<file path="src/verilog/efs_defines.svh">
// constants for the error-flag status and flag port block
// assumes inclusion by bare name from design files
`ifndef EFS_DEFINES_SVH
`define EFS_DEFINES_SVH
`define EFS_CNT_W 24
`define EFS_CNT_RST 24'h000000
`define EFS_ADDR_CNT_LOW 8'h11
`define EFS_HDR0 10'h000
`define EFS_HDR1 10'h3FF
`define EFS_HDR2 10'h3FF
`define EFS_HDR3 10'h1F4
`define EFS_SEL_FF 2'h0
`define EFS_SEL_AP 2'h1
`define EFS_SEL_ANC 2'h2
`define EFS_SEL_CTL 2'h3
`define EFS_MODE_NORMAL 2'h0
`define EFS_MODE_RESET 2'h1
`define EFS_MODE_AUTO 2'h2
`define EFS_MODE_HOLD 2'h3
`define EFS_LINE_UES 4
`define EFS_SENS_CHKSM 15
`endif

</file>
<file path="src/verilog/efs_pkg.sv">
// types shared by the error-flag status block
// assumes efs_defines.svh for numeric constants
package efs_pkg;
  // per-group flags, bit 4 unknown error down to bit 0 error here
  typedef logic [4:0] efs_group_type;
  typedef struct packed {
    efs_group_type ff;
    efs_group_type ap;
    efs_group_type anc;
  } efs_flags_type;
endpackage

</file>
<file path="src/verilog/efs_port_if.sv">
// flag port carrier between top and the flag port module
// assumes single sys_clk_in domain
`timescale 1ns/100ps
interface efs_port_if;
  logic wr_stb;
  logic [1:0] wr_sel;
  logic [4:0] wr_data;
  logic rd_src_in;
  modport port(output wr_stb, output wr_sel, output wr_data, output rd_src_in);
  modport core(input wr_stb, input wr_sel, input wr_data, input rd_src_in);
endinterface

</file>
<file path="src/verilog/efs_flag_port.sv">
// flag port pin logic: synchronisers, direction, read mux
// assumes pins come from outside the clock domain
`timescale 1ns/100ps
`include "efs_defines.svh"
module efs_flag_port (
  input wire logic sys_clk_in,
  input wire logic rst_n_in,
  input wire logic dir_pin_in,
  input wire logic [1:0] sel_pin_in,
  input wire logic [4:0] lines_pin_in,
  input wire efs_pkg::efs_flags_type in_flags_in,
  input wire efs_pkg::efs_flags_type out_flags_in,
  input wire logic chksm_err_in,
  input wire logic in_apv_in,
  input wire logic in_ffv_in,
  input wire logic s_bit_in,
  output logic [4:0] lines_out,
  output logic [4:0] lines_oe_n_out,
  efs_port_if.port pif
);
  typedef struct packed {
    logic [7:0] s1;
    logic [7:0] s2;
    logic rd_src;
    logic [4:0] dout;
    logic oe_n;
  } efs_fp_state_type;
  efs_fp_state_type st_r;
  efs_fp_state_type st_nxt;

  function automatic logic [4:0] efs_pick(input efs_pkg::efs_flags_type f, input logic [1:0] s);
    logic [4:0] v;
    v = 5'h00;
    unique case (s)
      `EFS_SEL_FF: v = f.ff;
      `EFS_SEL_AP: v = f.ap;
      `EFS_SEL_ANC: v = f.anc;
      `EFS_SEL_CTL: v = 5'h00;
    endcase
    return v;
  endfunction

  always_comb begin
    logic dir;
    logic [1:0] sel;
    dir = st_r.s2[7];
    sel = st_r.s2[6:5];
    st_nxt = st_r;
    // first stage feeds only the second
    st_nxt.s1 = {dir_pin_in, sel_pin_in, lines_pin_in};
    st_nxt.s2 = st_r.s1;
    st_nxt.oe_n = ~dir;
    // first direction-low cycle only releases the lines, nothing is captured
    if (!dir && st_r.oe_n && sel == `EFS_SEL_CTL) begin
      st_nxt.rd_src = st_r.s2[4];
    end
    if (sel == `EFS_SEL_CTL) begin
      st_nxt.dout = {chksm_err_in, in_apv_in, in_ffv_in, s_bit_in, 1'b0};
    end else if (st_r.rd_src) begin
      st_nxt.dout = efs_pick(in_flags_in, sel);
    end else begin
      st_nxt.dout = efs_pick(out_flags_in, sel);
    end
  end

  always_ff @(posedge sys_clk_in or negedge rst_n_in) begin
    if (!rst_n_in) begin
      st_r <= '{s1: 8'hFF, s2: 8'hFF, rd_src: 1'b0, dout: 5'h00, oe_n: 1'b0};
    end else begin
      st_r <= st_nxt;
    end
  end

  assign lines_out = st_r.dout;
  assign lines_oe_n_out = {5{st_r.oe_n}};
  // writes hand the first direction-low sample's successors to the core
  assign pif.wr_stb = ~st_r.s2[7] & st_r.oe_n;
  assign pif.wr_sel = st_r.s2[6:5];
  assign pif.wr_data = st_r.s2[4:0];
  assign pif.rd_src_in = st_r.rd_src;
endmodule

</file>
<file path="src/verilog/efs_status.sv">
// error-flag status, missing packet, errored field counter, flag port
// assumes packet framing strobes from upstream logic on sys_clk_in
`timescale 1ns/100ps
`include "efs_defines.svh"
// Summary of operation
// - outgoing unknown flag set if incoming unknown high or, in receive mode, validity low
// - in receive mode, missing packet sets all three outgoing unknown flags
// - missing packet flag shows only fields lacking a packet, per field
// - packet present needs header 000 3FF 3FF 1F4 at expected position
// - 24-bit counter adds one per field with an enabled flag
// - sixteen sensitivity bits, error flag bits enable when low
// - checksum error sensitivity bit enables when high
// - mode 00 normal, 01 reset, 10 auto reset, 11 hold
// - reset mode clears counter then mode returns to normal
// - auto reset clears counter on read of low byte at address 17
// - hold mode forces zero until mode changes
// - five lines reach fifteen flags, group chosen by select
// - direction low makes lines inputs; writes go to next packet
// - port write beats host overwrite for one packet only
// - codes 00 01 10 pick full, active, ancillary groups
// - write code 11: read source, active valid, full valid
// - read source high reads incoming flags, low reads outgoing
// - read source latched until rewritten, low after reset
// - direction high drives selected group on lines
// - read code 11: checksum error line 4, status bit line 1
// - read code 11: incoming validity bits on lines 3 and 2
module efs_status (
  input wire logic sys_clk_in,
  input wire logic rst_n_in,
  input wire logic receive_mode_in,
  input wire logic field_end_in,
  input wire logic anc_hdr_stb_in,
  input wire logic [39:0] anc_hdr_in,
  input wire logic anc_pos_ok_in,
  input wire efs_pkg::efs_flags_type in_flags_in,
  input wire logic in_apv_in,
  input wire logic in_ffv_in,
  input wire logic chksm_err_in,
  input wire logic s_bit_in,
  input wire efs_pkg::efs_flags_type host_ovr_val_in,
  input wire efs_pkg::efs_flags_type host_ovr_en_in,
  input wire logic [15:0] sens_in,
  input wire logic [1:0] mode_in,
  input wire logic mode_wr_in,
  input wire logic host_rd_in,
  input wire logic [7:0] host_addr_in,
  input wire logic flag_port_direction_in,
  input wire logic [1:0] flag_group_select_in,
  input wire logic [4:0] flag_lines_in,
  output logic [4:0] flag_lines_out,
  output logic [4:0] flag_lines_oe_n_out,
  output efs_pkg::efs_flags_type out_flags_out,
  output logic out_apv_out,
  output logic out_ffv_out,
  output logic missing_packet_flag_out,
  output logic [1:0] counter_mode_sel_out,
  output logic [23:0] errored_field_count_out,
  output logic [7:0] errored_field_count_low_out
);
  typedef struct packed {
    logic seen;
    logic missing;
    efs_pkg::efs_flags_type out_flags;
    efs_pkg::efs_flags_type pend_val;
    efs_pkg::efs_flags_type pend_en;
    logic pend_apv;
    logic pend_ffv;
    logic pend_v_en;
    logic out_apv;
    logic out_ffv;
    logic [1:0] mode;
    logic [`EFS_CNT_W-1:0] cnt;
  } efs_state_type;
  efs_state_type st_r;
  efs_state_type st_nxt;
  efs_port_if pif();

  efs_flag_port u_port (
    .sys_clk_in(sys_clk_in),
    .rst_n_in(rst_n_in),
    .dir_pin_in(flag_port_direction_in),
    .sel_pin_in(flag_group_select_in),
    .lines_pin_in(flag_lines_in),
    .in_flags_in(in_flags_in),
    .out_flags_in(st_r.out_flags),
    .chksm_err_in(chksm_err_in),
    .in_apv_in(in_apv_in),
    .in_ffv_in(in_ffv_in),
    .s_bit_in(s_bit_in),
    .lines_out(flag_lines_out),
    .lines_oe_n_out(flag_lines_oe_n_out),
    .pif(pif.port)
  );

  function automatic logic efs_hdr_ok(input logic [39:0] h);
    return h[39:30] == `EFS_HDR0 && h[29:20] == `EFS_HDR1 &&
      h[19:10] == `EFS_HDR2 && h[9:0] == `EFS_HDR3;
  endfunction

  function automatic logic efs_any(input efs_pkg::efs_flags_type f, input logic [15:0] s,
      input logic ck);
    // low bit enables a flag; checksum bit enables when high
    return |(f & ~s[14:0]) | (ck & s[`EFS_SENS_CHKSM]);
  endfunction

  function automatic efs_pkg::efs_flags_type efs_merge(input efs_pkg::efs_flags_type a,
      input efs_pkg::efs_flags_type b, input logic [4:0] m, input logic [1:0] s);
    efs_pkg::efs_flags_type r;
    r = a;
    unique case (s)
      `EFS_SEL_FF: r.ff = (a.ff & ~m) | (b.ff & m);
      `EFS_SEL_AP: r.ap = (a.ap & ~m) | (b.ap & m);
      `EFS_SEL_ANC: r.anc = (a.anc & ~m) | (b.anc & m);
      `EFS_SEL_CTL: r = a;
    endcase
    return r;
  endfunction

  always_comb begin
    efs_pkg::efs_flags_type f;
    efs_pkg::efs_flags_type w;
    logic present;
    f = in_flags_in;
    w = '0;
    present = 1'b0;
    st_nxt = st_r;
    if (anc_hdr_stb_in && efs_hdr_ok(anc_hdr_in) && anc_pos_ok_in) begin
      st_nxt.seen = 1'b1;
    end
    if (pif.wr_stb) begin
      w = {3{pif.wr_data}};
      if (pif.wr_sel == `EFS_SEL_CTL) begin
        st_nxt.pend_apv = pif.wr_data[3];
        st_nxt.pend_ffv = pif.wr_data[2];
        st_nxt.pend_v_en = 1'b1;
      end else begin
        st_nxt.pend_val = efs_merge(st_r.pend_val, w, 5'h1F, pif.wr_sel);
        st_nxt.pend_en = efs_merge(st_r.pend_en, '1, 5'h1F, pif.wr_sel);
      end
    end
    if (mode_wr_in) begin
      st_nxt.mode = mode_in;
    end
    if (field_end_in) begin
      present = st_r.seen;
      st_nxt.seen = 1'b0;
      st_nxt.missing = ~present;
      if (receive_mode_in) begin
        f.ff[`EFS_LINE_UES] = in_flags_in.ff[`EFS_LINE_UES] | ~in_ffv_in | ~present;
        f.ap[`EFS_LINE_UES] = in_flags_in.ap[`EFS_LINE_UES] | ~in_apv_in | ~present;
        f.anc[`EFS_LINE_UES] = in_flags_in.anc[`EFS_LINE_UES] | ~present;
      end
      f = (f & ~host_ovr_en_in) | (host_ovr_val_in & host_ovr_en_in);
      f = (f & ~st_r.pend_en) | (st_r.pend_val & st_r.pend_en);
      st_nxt.out_flags = f;
      st_nxt.out_apv = st_r.pend_v_en ? st_r.pend_apv : 1'b1;
      st_nxt.out_ffv = st_r.pend_v_en ? st_r.pend_ffv : 1'b1;
      st_nxt.pend_en = '0;
      st_nxt.pend_v_en = 1'b0;
      if (efs_any(f, sens_in, chksm_err_in) && st_r.mode != `EFS_MODE_HOLD) begin
        st_nxt.cnt = st_r.cnt + 24'h000001;
      end
    end
    unique case (st_r.mode)
      `EFS_MODE_NORMAL: ;
      `EFS_MODE_RESET: begin
        st_nxt.cnt = `EFS_CNT_RST;
        if (!mode_wr_in) begin
          st_nxt.mode = `EFS_MODE_NORMAL;
        end
      end
      `EFS_MODE_AUTO: begin
        if (host_rd_in && host_addr_in == `EFS_ADDR_CNT_LOW) begin
          st_nxt.cnt = `EFS_CNT_RST;
        end
      end
      `EFS_MODE_HOLD: st_nxt.cnt = `EFS_CNT_RST;
    endcase
  end

  always_ff @(posedge sys_clk_in or negedge rst_n_in) begin
    if (!rst_n_in) begin
      st_r <= '{seen: 1'b0, missing: 1'b0, out_flags: '0, pend_val: '0, pend_en: '0,
        pend_apv: 1'b1, pend_ffv: 1'b1, pend_v_en: 1'b0, out_apv: 1'b1, out_ffv: 1'b1,
        mode: `EFS_MODE_NORMAL, cnt: `EFS_CNT_RST};
    end else begin
      st_r <= st_nxt;
    end
  end

  assign out_flags_out = st_r.out_flags;
  assign out_apv_out = st_r.out_apv;
  assign out_ffv_out = st_r.out_ffv;
  assign missing_packet_flag_out = st_r.missing;
  assign counter_mode_sel_out = st_r.mode;
  assign errored_field_count_out = st_r.cnt;
  assign errored_field_count_low_out = st_r.cnt[7:0];
endmodule

</file>
<file path="config.mk">
export PLATFORM = sky130hd
export DESIGN_NAME = efs_status
export DESIGN_NICKNAME = d
export VERILOG_FILES = /design/src/verilog/efs_pkg.sv /design/src/verilog/efs_port_if.sv /design/src/verilog/efs_flag_port.sv /design/src/verilog/efs_status.sv
export VERILOG_INCLUDE_DIRS = /design/src /design/src/verilog
export SDC_FILE = /design/constraint.sdc
export NUM_CORES = 1
export LEC_CHECK = 0
export BUFFER_PORTS_ARGS = -buffer_cell sky130_fd_sc_hd__buf_4
export CORE_MARGIN = 3
export CORE_UTILIZATION = 45
export DETAILED_ROUTE_END_ITERATION = 8
export GPL_TIMING_DRIVEN = 1
export PLACE_DENSITY = 0.75
export SLEW_MARGIN = 20
export SYNTH_ARGS = -nofsm -noshare
export SYNTH_HDL_FRONTEND = slang
export SYNTH_SLANG_ARGS = --single-unit
</file>
<file path="constraint.sdc">
create_clock -name sys_clk_in -period 2.7 [get_ports sys_clk_in]
set_clock_uncertainty 0.05 [all_clocks]
set_input_delay 0.54 -clock sys_clk_in [delete_from_list [all_inputs] [get_ports sys_clk_in]]
set_output_delay 0.54 -clock sys_clk_in [all_outputs]
set_load 0.01 [all_outputs]
</file>
==> flow_summary.json <==
{
  "outcome": "complete, no violations",
  "startpoint_type": "flip-flop",
  "relSlewSlack": 0.4896,
  "power.leakage_uw": 0.002875,
  "clockBufferDepth": 2,
  "whs_ps": 135.1,
  "die_w_um": 110.1,
  "ys_types": 63,
  "nets": 744,
  "clkSlewWorstSetupHoldPaths_ps": 90,
  "port_buffers": 192,
  "hpwl_um": 10420,
  "cp.depth": 7,
  "cp.arrival_ps": 2680,
  "netlist_instances": 473,
  "rows": 37,
  "fin_crit_sh": 0.9276,
  "clock-sinks": 89,
  "yosysWarnings": 0,
  "synth-async-reset-ratio": 1.000,
  "drtIter0Drc": 188,
  "grt_usage": 0.2190,
  "io_pins": 193,
  "ff2ff_path_depth": 7,
  "timing.fmax_ghz": 0.3993,
  "endpoint_kind": "flip-flop",
  "yosys-top-cells-area": "dfrtp_1 (35%), dfstp_2 (11%), buf_4 (9.4%)",
  "cts_htree_levels": 3,
  "first_global_vias": 3953,
  "final.setup.tns_ps": 0,
  "antenna_found_initial": 0,
  "die_area_um2": 12120,
  "synth_top_area_cell": "dfrtp_1",
  "ff2ff_setup_slack_ps": 200,
  "slowest_stage": "or4_4",
  "power_density_nw_per_um2": 531.7,
  "vias": 4024,
  "routed_wl_um": 13310,
  "synth_edf_count": 0,
  "post-route-drc-count": 0,
  "die_y_um": 110.1,
  "root_buffer": "clkbuf_8",
  "avgSynthCellArea_um2": 10.31,
  "synth_top_area_share": 0.3542,
  "path_buf_inv": 1,
  "syn_nets": 609,
  "crit_type": "flip-flop to flip-flop",
  "first_pass_iters": 5,
  "synth_top_flop_cell": "dfrtp_1",
  "post_drt_wl_per_cell_um": 17.77,
  "drtAntennaViolNets": 0,
  "grt_max_degree": 48,
  "start_util": 0.4680,
  "grt_pass1_wl_um": 20100,
  "path_cells": "buf_4 > a211oi_1 > o32ai_1 > or4_4 > o21ai_4 > mux2i_1 > nor2_1",
  "min_path_type": "primary input to asynchronous set/reset pin",
  "drv_slew": 0,
  "ys_ff_latch": 89,
  "diodes": 0,
  "gr-total-overflow": 0,
  "core-area_um2": 10420,
  "max_cap_viol_count": 0,
  "setup_viol_count_final": 0,
  "report.final.hold_viol_count": 0,
  "synth_common_cells": "dfrtp_1 (69), buf_4 (61), nand2_1 (39)",
  "gp_congestion": 0.8651,
  "slowest_delay_ps": 630,
  "final.min_clock_period_ps": 2505,
  "yosysSeqAreaShare": 0.4620,
  "yosysMostFrequentCell": "dfrtp_1",
  "ctsHoldBuffers": 0,
  "fill_cells": 883,
  "path_delay_family": "compound AO/OA/AOI/OAI gates",
  "clk_latency_ps": 360,
  "drive_gt1_frac": 0.4519,
  "synthesis.area_um2": 4875,
  "rr_startpoint": "st_r[44]",
  "numCtsBuffers": 9,
  "required_ps": 2880,
  "rsz0062_at_grt": "false",
  "ir_worst_vdd_uv": 300.1,
  "critPathMaxFanout": 11,
  "vias_per_cell": 5.372,
  "r2r-end": "errored_field_count_out[1]",
  "cts_tree": "built",
  "area_delta_synth_final_pct": 28.80,
  "worst_slew_pin_slew_ps": 765.5
}
## power breakdown
part	switching, µW	total, µW	internal, µW
clock	481	1010	525
sequential	132	1620	1490
combinational	317	715	398
## metal layers
layer / share of wire / global-route usage / up-vias / routed length, µm
met3: 0.073 / 0.03553 / 22 / 971
met5: 0 / 0 / - / 0
met4: 0.019 / 0.06679 / 0 / 247
met1: 0.41 / 0.2847 / 1934 / 5474
met2: 0.50 / 0.3748 / 162 / 6614
li1: - / - / 1906 / -
## worst max path at each step
stage	to	start	slack (ps)
3_3_place_gp	errored_field_count_out[16]	host_ovr_en_in[8]	80
3_5_place_dp	errored_field_count_out[16]	host_ovr_en_in[8]	5
4_1_cts	errored_field_count_out[18]	st_r[44]	140
2_1_floorplan	errored_field_count_out[1]	host_ovr_en_in[8]	350
6_report	errored_field_count_out[1]	st_r[44]	200
5_1_grt	errored_field_count_out[16]	st_r[44]	6
## flip-flops by register name, indices dropped and copies added (netlist names)
name and cells:
counter_mode_sel_out 2, missing_packet_flag_out 1, u_port.st_nxt 8, u_port.lines_out 5
u_port.pif.wr_data 5, u_port.st_r 1, st_r 22, errored_field_count_out 24
out_ffv_out 1, out_flags_out 15, out_apv_out 1, u_port.lines_oe_n_out 1
u_port.pif.rd_src_in 1, u_port.pif.wr_sel 2
## worst reg2reg max path, delay by kind of cell (launching register included)
family,cells,cell delay (ps)
buffers and inverters,1,210
DFF,1,500
muxes,1,210
AOI/OAI and AO/OA,3,720
and+or+nand+nor,2,680
## stage by stage
| step | std cells | power (µW) | utilization | instance area (µm²) | setup WS, ps |
|---|---|---|---|---|---|
| after floorplan | 473 | 2028 | - | 4875 | 346.3 |
| after global placement | 733 | 2333 | 0.5809 | 6051 | 80.13 |
| after detailed placement | 733 | 2356 | 0.5809 | 6051 | 4.910 |
| after CTS | 749 | 3367 | 0.6019 | 6270 | 135.2 |
| after global routing | 749 | 3508 | 0.6028 | 6279 | 5.555 |
| final | 749 | 3338 | 0.6028 | 6279 | 195.4 |
## final cells by class
class,count,area [µm²],share of cell area
multi-input combinational,292,2039,0.3248
clock inverter,6,91.34,0.01455
timing repair buffer,203,1549,0.2467
tap,136,170.2,0.02710
inverter,13,48.80,0.007772
sequential,89,2252,0.3587
clock buffer,10,127.6,0.02033
## cell usage in the layout, fill, tap and decap left out, types with 3 or more instances in the layout
cell type	count
ha_1	5
nor2b_1	11
o21ai_0	27
or4_1	5
a221oi_1	4
a21oi_1	21
nand4_1	8
o211ai_1	10
nand2_1	39
and2_1	4
o2111ai_1	3
dfrtp_1	69
dfstp_2	20
inv_1	12
nand3_1	7
clkbuf_8	9
mux2i_1	15
clkinvlp_4	3
or3_1	10
a211oi_1	5
nor2_1	26
mux2_2	29
nor4_1	4
and3_1	4
xor2_1	8
buf_4	201
o31ai_1	6
a22oi_1	5
## cell families (layout without fill, tap and decap cells)
| family | Yosys count | count (layout) | share of synthesized area |
|---|---|---|---|
| simple gates | 135 | 135 | 0.1471 |
| compound gates | 99 | 99 | 0.1427 |
| buf+inv | 92 | 232 | 0.1214 |
| flops | 89 | 89 | 0.4620 |
| mux | 44 | 44 | 0.09779 |
| xor+xnor | 9 | 9 | 0.01617 |
| fa+ha+maj | 5 | 5 | 0.01283 |
## what timing repair did
| item | CTS | global route |
|---|---|---|
| gates resized for setup | 0 | 1 |
| hold endpoints to repair | 0 | 0 |
| endpoints found under the setup margin | 0 | 4 |
| setup buffers | 0 | 0 |
Power figures use the tool's default switching activity.
